### src/hdl/ibsc_pkg.sv
/*
  Package of the two-wire bus sequence control block: register map,
  field layouts, reset values, timing counts, states and carriers.
  Assumes a 100 MHz system clock.
*/
package ibsc_pkg;

  // ----------------------------------------------------------------
  // Register map (byte addresses on the register bus)
  // ----------------------------------------------------------------
  localparam logic [3:0] ADDR_SEQ_CTL = 4'h0;
  localparam logic [3:0] ADDR_MODE    = 4'h4;
  localparam logic [3:0] ADDR_STATUS  = 4'h8;

  // Mode register fields
  localparam int BIT_MASTER  = 0;
  localparam int BIT_RELEASE = 1;

  // Status register fields
  localparam int BIT_BUSY    = 0;
  localparam int BIT_STRETCH = 1;
  localparam int RX_LSB      = 8;

  // Reset values
  localparam logic [7:0] SEQ_CTL_RESET = 8'h00;
  localparam logic       MASTER_RESET  = 1'b0;

  // ----------------------------------------------------------------
  // Timing
  // ----------------------------------------------------------------
  localparam int CLK_NS      = 10;
  localparam int QUARTER_NS  = 2500;
  // Least time per bus phase, rounded up to whole cycles
  localparam int QUARTER_CYC = (QUARTER_NS + CLK_NS - 1) / CLK_NS;
  localparam int BYTE_BITS   = 8;
  localparam int STRETCH_AT  = 9;

  // ----------------------------------------------------------------
  // States, operations and carriers
  // ----------------------------------------------------------------
  typedef enum logic [2:0] {
    IBSC_IDLE = 3'b000,
    IBSC_PH_A = 3'b001,
    IBSC_PH_B = 3'b011,
    IBSC_PH_C = 3'b010,
    IBSC_PH_D = 3'b110
  } ibsc_state_t;

  typedef enum logic [2:0] {
    OP_NONE    = 3'h0,
    OP_START   = 3'h1,
    OP_RESTART = 3'h2,
    OP_STOP    = 3'h3,
    OP_ACK     = 3'h4,
    OP_RECV    = 3'h5
  } ibsc_op_t;

  typedef struct packed {
    logic general_call_irq_enable;
    logic received_ack_status;
    logic ack_value_to_send;
    logic ack_sequence_go;
    logic master_receive_go;
    logic stop_go;
    logic restart_go;
    logic start_go_or_stretch_enable;
  } ibsc_ctl_t;

  typedef struct packed {
    logic sda_low;
    logic scl_low;
  } ibsc_drive_t;

endpackage

### src/hdl/ibsc_sync3.sv
/*
  Three-stage input synchroniser with agreement filter.
  Assumes an asynchronous level input and one system clock.
*/
`timescale 1ns/1ps
`default_nettype none

module ibsc_sync3 #(
  parameter logic RESET_VAL = 1'b1
) (
  // Clock and reset
  input  wire logic i_clk,
  input  wire logic i_reset,
  // Asynchronous level in, filtered level out
  input  wire logic i_async,
  output var  logic o_level
);

  logic [2:0] sh_r;
  logic [2:0] sh_nxt;
  logic       level_r;
  logic       level_nxt;

  // ----------------------------------------------------------------
  // Shift chain; level moves only when stages two and three agree
  // ----------------------------------------------------------------
  always_comb begin
    sh_nxt    = {sh_r[1:0], i_async};
    level_nxt = (sh_r[1] == sh_r[2]) ? sh_r[2] : level_r;
  end

  // Registers
  always_ff @(posedge i_clk) begin
    if (i_reset) begin
      sh_r    <= {3{RESET_VAL}};
      level_r <= RESET_VAL;
    end else begin
      sh_r    <= sh_nxt;
      level_r <= level_nxt;
    end
  end

  assign o_level = level_r;

endmodule

`default_nettype wire

### src/hdl/ibsc_seq_ctl.sv
/*
  Two-wire bus sequence control: master Start, Repeated Start, Stop,
  Acknowledge and byte receive sequences, slave clock stretching, and
  an Avalon-MM register slave with waitrequest.
  Assumes open-drain lines resolved outside; pin inputs are async.
*/
// Decided for this implementation: the Avalon-MM slave port and the register offsets.
`timescale 1ns/1ps
`default_nettype none

// Function
// - Acknowledge sequence drives chosen acknowledge value
// - Stop go bit makes Stop, self-clears
// - Restart go bit makes Repeated Start, self-clears
// - Start go bit 0 makes Start, self-clears
// - Slave mode: bit 0 enables clock stretching
module ibsc_seq_ctl
  import ibsc_pkg::*;
#(
  parameter int PHASE_CYC = QUARTER_CYC
) (
  // Clock and reset
  input  wire logic        i_clk,
  input  wire logic        i_reset,
  // Avalon-MM slave
  input  wire logic [3:0]  i_avs_address,
  input  wire logic        i_avs_read,
  input  wire logic        i_avs_write,
  input  wire logic [31:0] i_avs_writedata,
  input  wire logic [3:0]  i_avs_byteenable,
  output var  logic [31:0] o_avs_readdata,
  output var  logic        o_avs_waitrequest,
  // Two-wire bus lines
  input  wire logic        i_scl,
  input  wire logic        i_sda,
  output var  logic        o_scl_o,
  output var  logic        o_scl_oe,
  output var  logic        o_sda_o,
  output var  logic        o_sda_oe
);

  ibsc_ctl_t   ctl_r, ctl_nxt, wctl;
  ibsc_state_t state_r, state_nxt;
  ibsc_op_t    op_r, op_nxt, op_req;
  ibsc_drive_t drive_r, drive_nxt;
  logic [15:0] div_r, div_nxt;
  logic [2:0]  bit_r, bit_nxt;
  logic [7:0]  rx_r, rx_nxt;
  logic        ack_lat_r, ack_lat_nxt;
  logic        master_r, master_nxt;
  logic        ans_r, ans_nxt;
  logic [31:0] rdata_r, rdata_nxt;
  logic        stretch_r, stretch_nxt;
  logic [3:0]  edges_r, edges_nxt;
  logic        scl_d_r, scl_d_nxt, sda_d_r, sda_d_nxt;
  logic        scl_q, sda_q, busy, tick, fire, seq_wr, release_wr;

  // ----------------------------------------------------------------
  // Pin synchronisers
  // ----------------------------------------------------------------
  ibsc_sync3 #(.RESET_VAL(1'b1)) u_sync_scl (
    .i_clk   (i_clk),
    .i_reset (i_reset),
    .i_async (i_scl),
    .o_level (scl_q)
  );

  ibsc_sync3 #(.RESET_VAL(1'b1)) u_sync_sda (
    .i_clk   (i_clk),
    .i_reset (i_reset),
    .i_async (i_sda),
    .o_level (sda_q)
  );

  // Line levels per phase A..D, bits [3:0] = D C B A
  function automatic ibsc_drive_t phase_drive(ibsc_op_t op,
                                              ibsc_state_t st,
                                              logic nack);
    logic [3:0]  sda_v;
    logic [3:0]  scl_v;
    logic [1:0]  idx;
    ibsc_drive_t d;
    sda_v = 4'h0;
    scl_v = 4'hf;
    unique case (st)
      IBSC_PH_B: idx = 2'h1;
      IBSC_PH_C: idx = 2'h2;
      IBSC_PH_D: idx = 2'h3;
      default:   idx = 2'h0;
    endcase
    unique case (op)
      OP_START:   begin sda_v = 4'he; scl_v = 4'h8; end
      OP_RESTART: begin sda_v = 4'hc; scl_v = 4'h9; end
      OP_STOP:    begin sda_v = 4'h3; scl_v = 4'h1; end
      OP_ACK:     begin sda_v = {1'b0, {3{~nack}}}; scl_v = 4'hd; end
      OP_RECV:    begin sda_v = 4'h0; scl_v = 4'hd; end
      default:    begin sda_v = 4'h0; scl_v = 4'hf; end
    endcase
    d.sda_low = sda_v[idx];
    d.scl_low = scl_v[idx];
    return d;
  endfunction

  // ----------------------------------------------------------------
  // Bus slave: one wait cycle, then answer
  // ----------------------------------------------------------------
  assign o_avs_waitrequest = (i_avs_read | i_avs_write) & ~ans_r;
  assign fire       = i_avs_write & ans_r;
  assign seq_wr     = fire & i_avs_byteenable[0]
                    & (i_avs_address == ADDR_SEQ_CTL);
  assign release_wr = fire & i_avs_byteenable[0]
                    & (i_avs_address == ADDR_MODE)
                    & i_avs_writedata[BIT_RELEASE];
  assign wctl       = ibsc_ctl_t'(i_avs_writedata[7:0]);

  // Answer flag and read data capture
  always_comb begin
    ans_nxt   = (i_avs_read | i_avs_write) & ~ans_r;
    rdata_nxt = rdata_r;
    if (i_avs_read && !ans_r) begin
      unique case (i_avs_address)
        ADDR_SEQ_CTL: rdata_nxt = {24'h0, ctl_r};
        ADDR_MODE:    rdata_nxt = {31'h0, master_r};
        ADDR_STATUS: begin
          rdata_nxt              = 32'h0;
          rdata_nxt[BIT_BUSY]    = busy;
          rdata_nxt[BIT_STRETCH] = stretch_r;
          rdata_nxt[RX_LSB +: 8] = rx_r;
        end
        default:      rdata_nxt = 32'h0;
      endcase
    end
  end

  always_ff @(posedge i_clk) begin
    if (i_reset) begin
      ans_r   <= 1'b0;
      rdata_r <= 32'h0;
    end else begin
      ans_r   <= ans_nxt;
      rdata_r <= rdata_nxt;
    end
  end

  assign o_avs_readdata = rdata_r;

  // ----------------------------------------------------------------
  // Master sequencer and control register
  // ----------------------------------------------------------------
  assign busy = (state_r != IBSC_IDLE);
  assign tick = busy && (div_r == 16'(PHASE_CYC - 1));

  // Highest priority go bit wins when several are written
  always_comb begin
    if (wctl.ack_sequence_go)              op_req = OP_ACK;
    else if (wctl.master_receive_go)       op_req = OP_RECV;
    else if (wctl.stop_go)                 op_req = OP_STOP;
    else if (wctl.restart_go)              op_req = OP_RESTART;
    else if (wctl.start_go_or_stretch_enable) op_req = OP_START;
    else                                   op_req = OP_NONE;
  end

  always_comb begin
    ctl_nxt     = ctl_r;
    state_nxt   = state_r;
    op_nxt      = op_r;
    drive_nxt   = drive_r;
    div_nxt     = tick ? 16'h0 : (busy ? div_r + 16'h1 : 16'h0);
    bit_nxt     = bit_r;
    rx_nxt      = rx_r;
    ack_lat_nxt = ack_lat_r;
    master_nxt  = master_r;
    ctl_nxt.received_ack_status = 1'b0;
    if (fire && i_avs_byteenable[0] && i_avs_address == ADDR_MODE
        && !busy) begin
      master_nxt = i_avs_writedata[BIT_MASTER];
    end
    if (seq_wr) begin
      ctl_nxt.general_call_irq_enable = wctl.general_call_irq_enable;
      ctl_nxt.ack_value_to_send       = wctl.ack_value_to_send;
      if (!master_r) begin
        // Slave mode: bit 0 is the stretch enable
        ctl_nxt.start_go_or_stretch_enable =
          wctl.start_go_or_stretch_enable;
      end else if (!busy && op_req != OP_NONE) begin
        // Go bits taken only while idle, never queued
        op_nxt      = op_req;
        state_nxt   = IBSC_PH_A;
        bit_nxt     = 3'h0;
        ack_lat_nxt = wctl.ack_value_to_send;
        drive_nxt   = phase_drive(op_req, IBSC_PH_A,
                                  wctl.ack_value_to_send);
        unique case (op_req)
          OP_ACK:     ctl_nxt.ack_sequence_go = 1'b1;
          OP_RECV:    ctl_nxt.master_receive_go = 1'b1;
          OP_STOP:    ctl_nxt.stop_go = 1'b1;
          OP_RESTART: ctl_nxt.restart_go = 1'b1;
          default:    ctl_nxt.start_go_or_stretch_enable = 1'b1;
        endcase
      end
    end
    // Phase stepping on each phase tick
    if (tick) begin
      unique case (state_r)
        IBSC_PH_A: state_nxt = IBSC_PH_B;
        IBSC_PH_B: begin
          state_nxt = IBSC_PH_C;
          if (op_r == OP_RECV) begin
            rx_nxt = {rx_r[6:0], sda_q};
          end
        end
        IBSC_PH_C: state_nxt = IBSC_PH_D;
        default: begin
          if (op_r == OP_RECV && bit_r != 3'(BYTE_BITS - 1)) begin
            state_nxt = IBSC_PH_A;
            bit_nxt   = bit_r + 3'h1;
          end else begin
            // Sequence over: hardware clears its go bit
            state_nxt = IBSC_IDLE;
            op_nxt    = OP_NONE;
            ctl_nxt.ack_sequence_go            = 1'b0;
            ctl_nxt.master_receive_go          = 1'b0;
            ctl_nxt.stop_go                    = 1'b0;
            ctl_nxt.restart_go                 = 1'b0;
            ctl_nxt.start_go_or_stretch_enable = 1'b0;
          end
        end
      endcase
      if (state_nxt != IBSC_IDLE) begin
        drive_nxt = phase_drive(op_r, state_nxt, ack_lat_r);
      end
    end
    // Slave mode: data released, clock held only while stretching
    if (!master_r) begin
      drive_nxt.sda_low = 1'b0;
      drive_nxt.scl_low = stretch_nxt;
    end
  end

  always_ff @(posedge i_clk) begin
    if (i_reset) begin
      ctl_r     <= SEQ_CTL_RESET;
      state_r   <= IBSC_IDLE;
      op_r      <= OP_NONE;
      drive_r   <= '0;
      div_r     <= 16'h0;
      bit_r     <= 3'h0;
      rx_r      <= 8'h0;
      ack_lat_r <= 1'b0;
      master_r  <= MASTER_RESET;
    end else begin
      ctl_r     <= ctl_nxt;
      state_r   <= state_nxt;
      op_r      <= op_nxt;
      drive_r   <= drive_nxt;
      div_r     <= div_nxt;
      bit_r     <= bit_nxt;
      rx_r      <= rx_nxt;
      ack_lat_r <= ack_lat_nxt;
      master_r  <= master_nxt;
    end
  end

  // Open-drain pins: output level always low, enable pulls
  assign o_scl_o  = 1'b0;
  assign o_sda_o  = 1'b0;
  assign o_scl_oe = drive_r.scl_low;
  assign o_sda_oe = drive_r.sda_low;

  // ----------------------------------------------------------------
  // Slave clock stretching after each ninth falling clock edge
  // ----------------------------------------------------------------
  always_comb begin
    scl_d_nxt   = scl_q;
    sda_d_nxt   = sda_q;
    edges_nxt   = edges_r;
    stretch_nxt = stretch_r;
    if (release_wr) begin
      stretch_nxt = 1'b0;
    end
    if (sda_d_r && !sda_q && scl_q) begin
      edges_nxt = 4'h0;
    end else if (scl_d_r && !scl_q) begin
      if (edges_r == 4'(STRETCH_AT - 1)) begin
        edges_nxt   = 4'h0;
        stretch_nxt = 1'b1; // Set wins over release
      end else begin
        edges_nxt = edges_r + 4'h1;
      end
    end
    if (master_r || !ctl_r.start_go_or_stretch_enable) begin
      stretch_nxt = 1'b0;
    end
  end

  always_ff @(posedge i_clk) begin
    if (i_reset) begin
      scl_d_r   <= 1'b1;
      sda_d_r   <= 1'b1;
      edges_r   <= 4'h0;
      stretch_r <= 1'b0;
    end else begin
      scl_d_r   <= scl_d_nxt;
      sda_d_r   <= sda_d_nxt;
      edges_r   <= edges_nxt;
      stretch_r <= stretch_nxt;
    end
  end
endmodule

`default_nettype wire

### config.mk
export PLATFORM = sky130hd
export DESIGN_NAME = ibsc_seq_ctl
export DESIGN_NICKNAME = d
export VERILOG_FILES = /design/src/hdl/ibsc_pkg.sv /design/src/hdl/ibsc_sync3.sv /design/src/hdl/ibsc_seq_ctl.sv
export SDC_FILE = /design/constraint.sdc
export NUM_CORES = 1
export LEC_CHECK = 0
export BUFFER_PORTS_ARGS = -buffer_cell sky130_fd_sc_hd__buf_4
export CORE_MARGIN = 5
export CORE_UTILIZATION = 53
export DETAILED_ROUTE_END_ITERATION = 8
export GPL_TIMING_DRIVEN = 1
export PLACE_DENSITY = 0.8
export SETUP_SLACK_MARGIN = 0.4
export SLEW_MARGIN = 20
export SYNTH_ARGS = -nofsm -noshare
export SYNTH_HDL_FRONTEND = slang
export SYNTH_HIERARCHICAL = 1
export SYNTH_SLANG_ARGS = --single-unit
### constraint.sdc
create_clock -name i_clk -period 2.1 [get_ports i_clk]
set_clock_uncertainty 0.2 [all_clocks]
set_input_delay 0.315 -clock i_clk [delete_from_list [all_inputs] [get_ports i_clk]]
set_output_delay 0.315 -clock i_clk [all_outputs]
set_load 0.01 [all_outputs]
==> Yosys cells after proc, flatten, opt, wreduce, memory -nomap -nowiden <==
Index checks and enable logic that the tools add are counted.
{ "totals": {"regBits": 93, "input_bits": 46, "out_inout_bits": 37, "word_cells": 176} }
{ "classes": {"n_addsub": 3, "magnitude_cmp": 2, "n_eq_ne": 23, "mux": 76, "bitwise": 12, "n_reduce_logical": 33} }
{ "op_table": {"columns": ["cell", "n"], "rows": [
  ["$pmux W4 S4", 4],
  ["$mux W3", 19],
  ["$mux W4", 12],
  ["$pmux W16 S3", 1],
  ["$mux W5", 5],
  ["$eq A3 B2 Y1 const B", 8],
  ["$mux W2", 11],
  ["$mux W1", 18],
  ["$add A16 B1 Y16 const B", 1],
  ["$eq A16 B8 Y1 const B", 1],
  ["$eq A3 B3 Y1 const B", 5],
  ["$logic_and A1 B1 Y1", 10],
  ["$eq A3 B1 Y1 const B", 3],
  ["$pmux W3 S3", 1],
  ["$reduce_and A3 Y1", 3],
  ["$reduce_bool A3 Y1", 3],
  ["$bmux W1 S2", 4],
  ["$eq A4 B4 Y1 const B", 2],
  ["$reduce_or A2 Y1", 4],
  ["$and A1 B1 Y1", 6],
  ["$lt A2 B3 Y1 const B", 2],
  ["$pmux W2 S3", 1],
  ["$reduce_bool A2 Y1", 3],
  ["$reduce_or A3 Y1", 2],
  ["11 further kinds", 20]
]} }

==> Depth between registers and ports, before layout <==
{ "depth": {"depth_word": 18, "mapped_depth": 9, "depth_no_buf": 7} }

==> By module <==
The synthesis kept the hierarchy.
{ "by_module_without_submodules": {"columns": ["module", "n_inst", "cells_per_inst", "area_each_um2", "seq_area_each_um2"], "rows": [
  ["ibsc_seq_ctl", 1, 357, 3130.5, 1341.3],
  ["ibsc_sync3", 2, 10, 115.1, 80.1]
]} }

==> Worst setup path before layout <==
No wires, ideal clock.
{ "synth_timing": {"path_type": "reg2reg", "startpoint": "register div_r[1]", "endpoint": "register div_r[10]", "setup_ps": 64, "arrival_time_ps": 1672, "setup_slack_ps": 164, "stages_incl_launch_ff": 10, "path_buffers": 3, "synth_period_minus_slack_ps": 1936, "path_cell_list": "dfxtp_1 > inv_1 > ha_1 > nor4b_1 > and4_1 > buf_2 > or3_1 > clkbuf_1 > buf_2 > nor2_1"} }
{ "synth_between": {"elab_chain_cells": 3} }
{ "synth_lines": {"columns": ["item", "line", "text"], "rows": [
  ["start, declared", "ibsc_seq_ctl.sv:46", "logic [15:0] div_r, div_nxt;"],
  ["start signal, assigned", "ibsc_seq_ctl.sv:256", "div_r <= div_nxt;"],
  ["parallel branches: the longest is 3 deep, another holds $add A16 B1 Y16", null, null]
]} }
Parallel ways; which one is timed is not known.
A chain may end at the register's enable or synchronous reset.

==> Final worst setup path <==
{ "layout_timing": {"startpoint": "register div_r[1]", "endpoint": "register drive_r, in the netlist o_scl_oe"} }
{ "layout_between": {"elab_chain_cells": 4} }
{ "layout_lines": {"columns": ["item", "line", "text"], "rows": [
  ["$eq A16 B8 Y1", "ibsc_seq_ctl.sv:151", "assign tick = busy && (div_r == 16'(PHASE_CYC - 1));"],
  ["$logic_and A1 B1 Y1", "ibsc_seq_ctl.sv:151", null],
  ["$mux W2", "ibsc_seq_ctl.sv:203", "if (tick) begin"],
  ["$mux W1", "ibsc_seq_ctl.sv:234", "if (!master_r) begin"],
  ["end signal, assigned", "ibsc_seq_ctl.sv:255", "drive_r <= drive_nxt;"],
  ["end, declared", "ibsc_seq_ctl.sv:45", "ibsc_drive_t drive_r, drive_nxt;"]
]} }
Every way passes these cells.

==> run summary <==
Final setup violation count -> 0
DR WL/cell -> 14.64 um
worst path required time -> 2.14 ns
Max Transition Viols Final -> 0
layout cells sized above 1 -> 0.2683
antenna violations before repair -> 0
Die ar. -> 8034 um2
Post-Synthesis Cells -> 377
# DRC -> 0
pin count of the biggest net entering global routing -> 50
gp weighted congestion -> 0.8615
Final #Nets -> 483
Netlist Area Pre-Place -> 3361 um2
cell family with most CP delay -> simple AND/OR/NAND/NOR gates
Chip Height -> 89.63 um
combinational share of power -> 0.048
ranking of synthesized cells by area -> dfxtp_1 (45%), nor2_1 (6.4%), buf_4 (4.2%), mux2i_1 (3.9%), a21oi_1 (3.3%)
min Tclk post-route -> 1.908 ns
Sw Share -> 0.2349
WP data arrival -> 1.95 ns
mean area per synthesized cell -> 8.914 um2
IO Count -> 83
most instantiated cells after synthesis -> dfxtp_1 (75), nor2_1 (57), nand2_1 (26)
DR vias/cell -> 5.517
Critical Path Max Stage Delay -> 0.33 ns
Hold WS -> 0.05147 ns
Starting Density -> 0.5385
Area Growth Syn to Fin -> 24.39%
Die X -> 89.63 um
cells along the critical path -> inv_2 > ha_4 > nor4b_4 > and4_4 > buf_12 > and3_4 > nor4_1 > a211o_1
xor-xnor portion of the synthesized cell area -> 0.04430
Clock Sinks -> 75
power share of the sequential group -> 0.540
critical path class -> reg -> reg
CTS Buffer Depth -> 2
YS warnings -> 6
diodes inserted -> 0
Worst Hold End -> ctl_r[3]
Async SR Flop Fraction -> 0
DP HPWL -> 4.841 mm
Leak -> 1.686 nW
clk root buf -> clkbuf_8
worst hold start -> i_avs_writedata[3]
period utilization -> 0.9086
Place WS -> 0.06590 ns
number of flops mapped to enable cells by yosys -> 0
setup slack after layout -> 0.1920 ns
cells on worst reg2reg path -> 8
post-synth top area cell -> dfxtp_1
clock buffer count from CTS -> 9
Adder-Cell Fraction of Synth Area -> 0.02234
setup TNS -> 0 ns
f_max -> 0.5241 GHz
PD cells -> 634.4 nW/um2
critical path fanouts, max -> 4
startpoint types -> flip-flop
Sw Pwr -> 0.6229 mW
Crit Reg-Reg Endpoint -> o_scl_oe
first-pass GRT wire length -> 11.87 mm
slowest CP cell -> dfxtp_2
H-tree lvl count -> 3
crit path capture type -> flip-flop
compound-cell area share of the yosys netlist -> 0.1139
final hold viol count -> 0
antenna-violating nets left -> 0
max-cap viol count -> 0
top-count cell post-synth -> dfxtp_1
Clock transition at path regs -> 0.08 ns
Synth top area share -> 0.4468
TritonCTS clock tree -> done
drt total wl -> 7.511 mm
Worst Hold Depth -> 3
Finished Layout Cells -> 513
core area -> 6241 um2
Initial DRC Count -> 204
RSZ-0062 raised after global routing -> yes
Reg2Reg Launch Point -> div_r[1]
Internal -> 2.029 mW
post-synthesis simple-gate area fraction -> 0.2610
Rows -> 29
VDD IR max -> 0.6245 mV
synthesized flop and latch total -> 75
number of global-route vias before repair -> 2583
Crit path buffers/inverters -> 2
worst reg-to-reg setup slack -> 0.19 ns
Clk pwr share -> 0.412
post-synth cell types -> 56
GRT overflow -> 0
GR Util All Layers -> 0.1920
post-synthesis mux area share -> 0.03872
min-delay worst type -> in -> reg
PortBufs -> 35
cell count after placement -> 487
vias -> 2830
sequential fraction of the synthesis area -> 0.4468
Pre-antenna DRT Iters -> 4
status -> completed
ys flop type -> dfxtp_1
Worst-Skew Late Latency -> 0.35 ns
largest family of logic cells by synthesized area -> simple AND/OR/NAND/NOR gates
## metal layers
metal / GRT usage / share of wire / vias up
met5: 0 / 0 / -
met4: 0.08660 / 0.024 / 0
met3: 0.04836 / 0.047 / 18
met2: 0.3118 / 0.51 / 80
met1: 0.2403 / 0.42 / 1349
li1: - / - / 1383
## how the worst max path moves through the flow
stage               startpoint  slack, ns  cells past startpoint        to
finish                div_r[1]       0.19                      8  o_scl_oe
global route          div_r[1]       0.14                      8  o_scl_oe
CTS                 state_r[0]       0.22                      4  o_sda_oe
detailed placement    div_r[1]       0.07                      8  ctl_r[3]
global placement      div_r[1]       0.10                      8  o_scl_oe
floorplan             div_r[1]       0.22                      9  div_r[1]
## flip-flops by register name, indices dropped and copies added, names as in the netlist, 3 cells and up
| signal | flops |
|---|---|
| ctl_r | 7 |
| u_sync_sda/sh_r | 3 |
| u_sync_scl/sh_r | 3 |
| rx_r | 8 |
| op_r | 3 |
| state_r | 3 |
| o_avs_readdata | 15 |
| bit_r | 3 |
| div_r | 16 |
| edges_r | 4 |
## kinds of logic after synthesis
logic type | after synthesis
buffers and inverters | 40
DFF | 75
other | 1
adders and majority gates | 6
AOI/OAI and AO/OA | 57
xor gates and xnor gates | 17
muxes | 13
and+or+nand+nor | 168
## power groups by stage
| stage | sequential [mW] | combinational (mW) | clock [mW] |
|---|---|---|---|
| 2_1_floorplan | 1.46 | 0.0863 | 0 |
| 3_3_place_gp | 1.46 | 0.115 | 0 |
| 3_5_place_dp | 1.46 | 0.116 | 0 |
| 4_1_cts | 1.43 | 0.122 | 1.11 |
| 5_1_grt | 1.43 | 0.142 | 1.18 |
| 6_report | 1.43 | 0.128 | 1.09 |
## through the flow
step	cell area [um2]	util	power, mW
2_1_floorplan	3483	-	1.550
3_3_place_gp	3744	0.5998	1.579
3_5_place_dp	3744	0.5998	1.581
4_1_cts	4094	0.6560	2.659
5_1_grt	4180	0.6698	2.758
6_report	4180	0.6698	2.652
## area by class of cell
class,instances,area (um2)
fill,494,2061
multi-input combinational,280,1854
sequential,75,1510
timing repair buffer,59,504.2
clock buffer,10,127.6
tap,77,96.34
clock inverter,6,65.06
inverter,6,22.52
## worst register-to-register path, delay by kind of cell, from the launching register on
| kind | cells | cell delay (ns) |
|---|---|---|
| AO/OA/AOI/OAI | 1 | 0.22 |
| adder cells (fa/ha/maj) | 1 | 0.11 |
| buffers and inverters | 2 | 0.19 |
| flip-flops | 1 | 0.33 |
| AND/OR/NAND/NOR | 4 | 0.76 |
## cell usage in the layout, fill, tap and decap left out, drive strengths merged, types with 2 or more instances in the layout
master       Yosys  final
dfxtp           75     75
nor2            57     57
buf             25     56
nand2           26     26
a21oi           23     23
conb             1     19
nand3           15     15
mux2i           13     13
and3            11     11
xor2            10     10
clkbuf           9     10
nor3            10     10
a22oi            9      9
or2              8      8
nand2b           7      7
xnor2            7      7
inv              6      7
nor4             7      7
ha               6      6
nor2b            5      5
nand4            5      5
a31oi            4      4
o21bai           4      4
and4             4      4
or3              3      3
dlygate4sd3      0      3
and2             3      3
a211oi           3      3
clkinv           0      3
a211o            2      2
nor4b            2      2
o21ai            2      2
## what timing repair did
action / 4_1_cts / 5_1_grt
hold buffers: 3 / 0
pin swaps: 7 / 5
setup endpoints to repair: 41 / 41
gates resized for setup: 23 / 15
endpoints found under the hold margin: 3 / 0
setup buffers: 4 / 3
No activity file was read; power rests on OpenSTA's default activity.
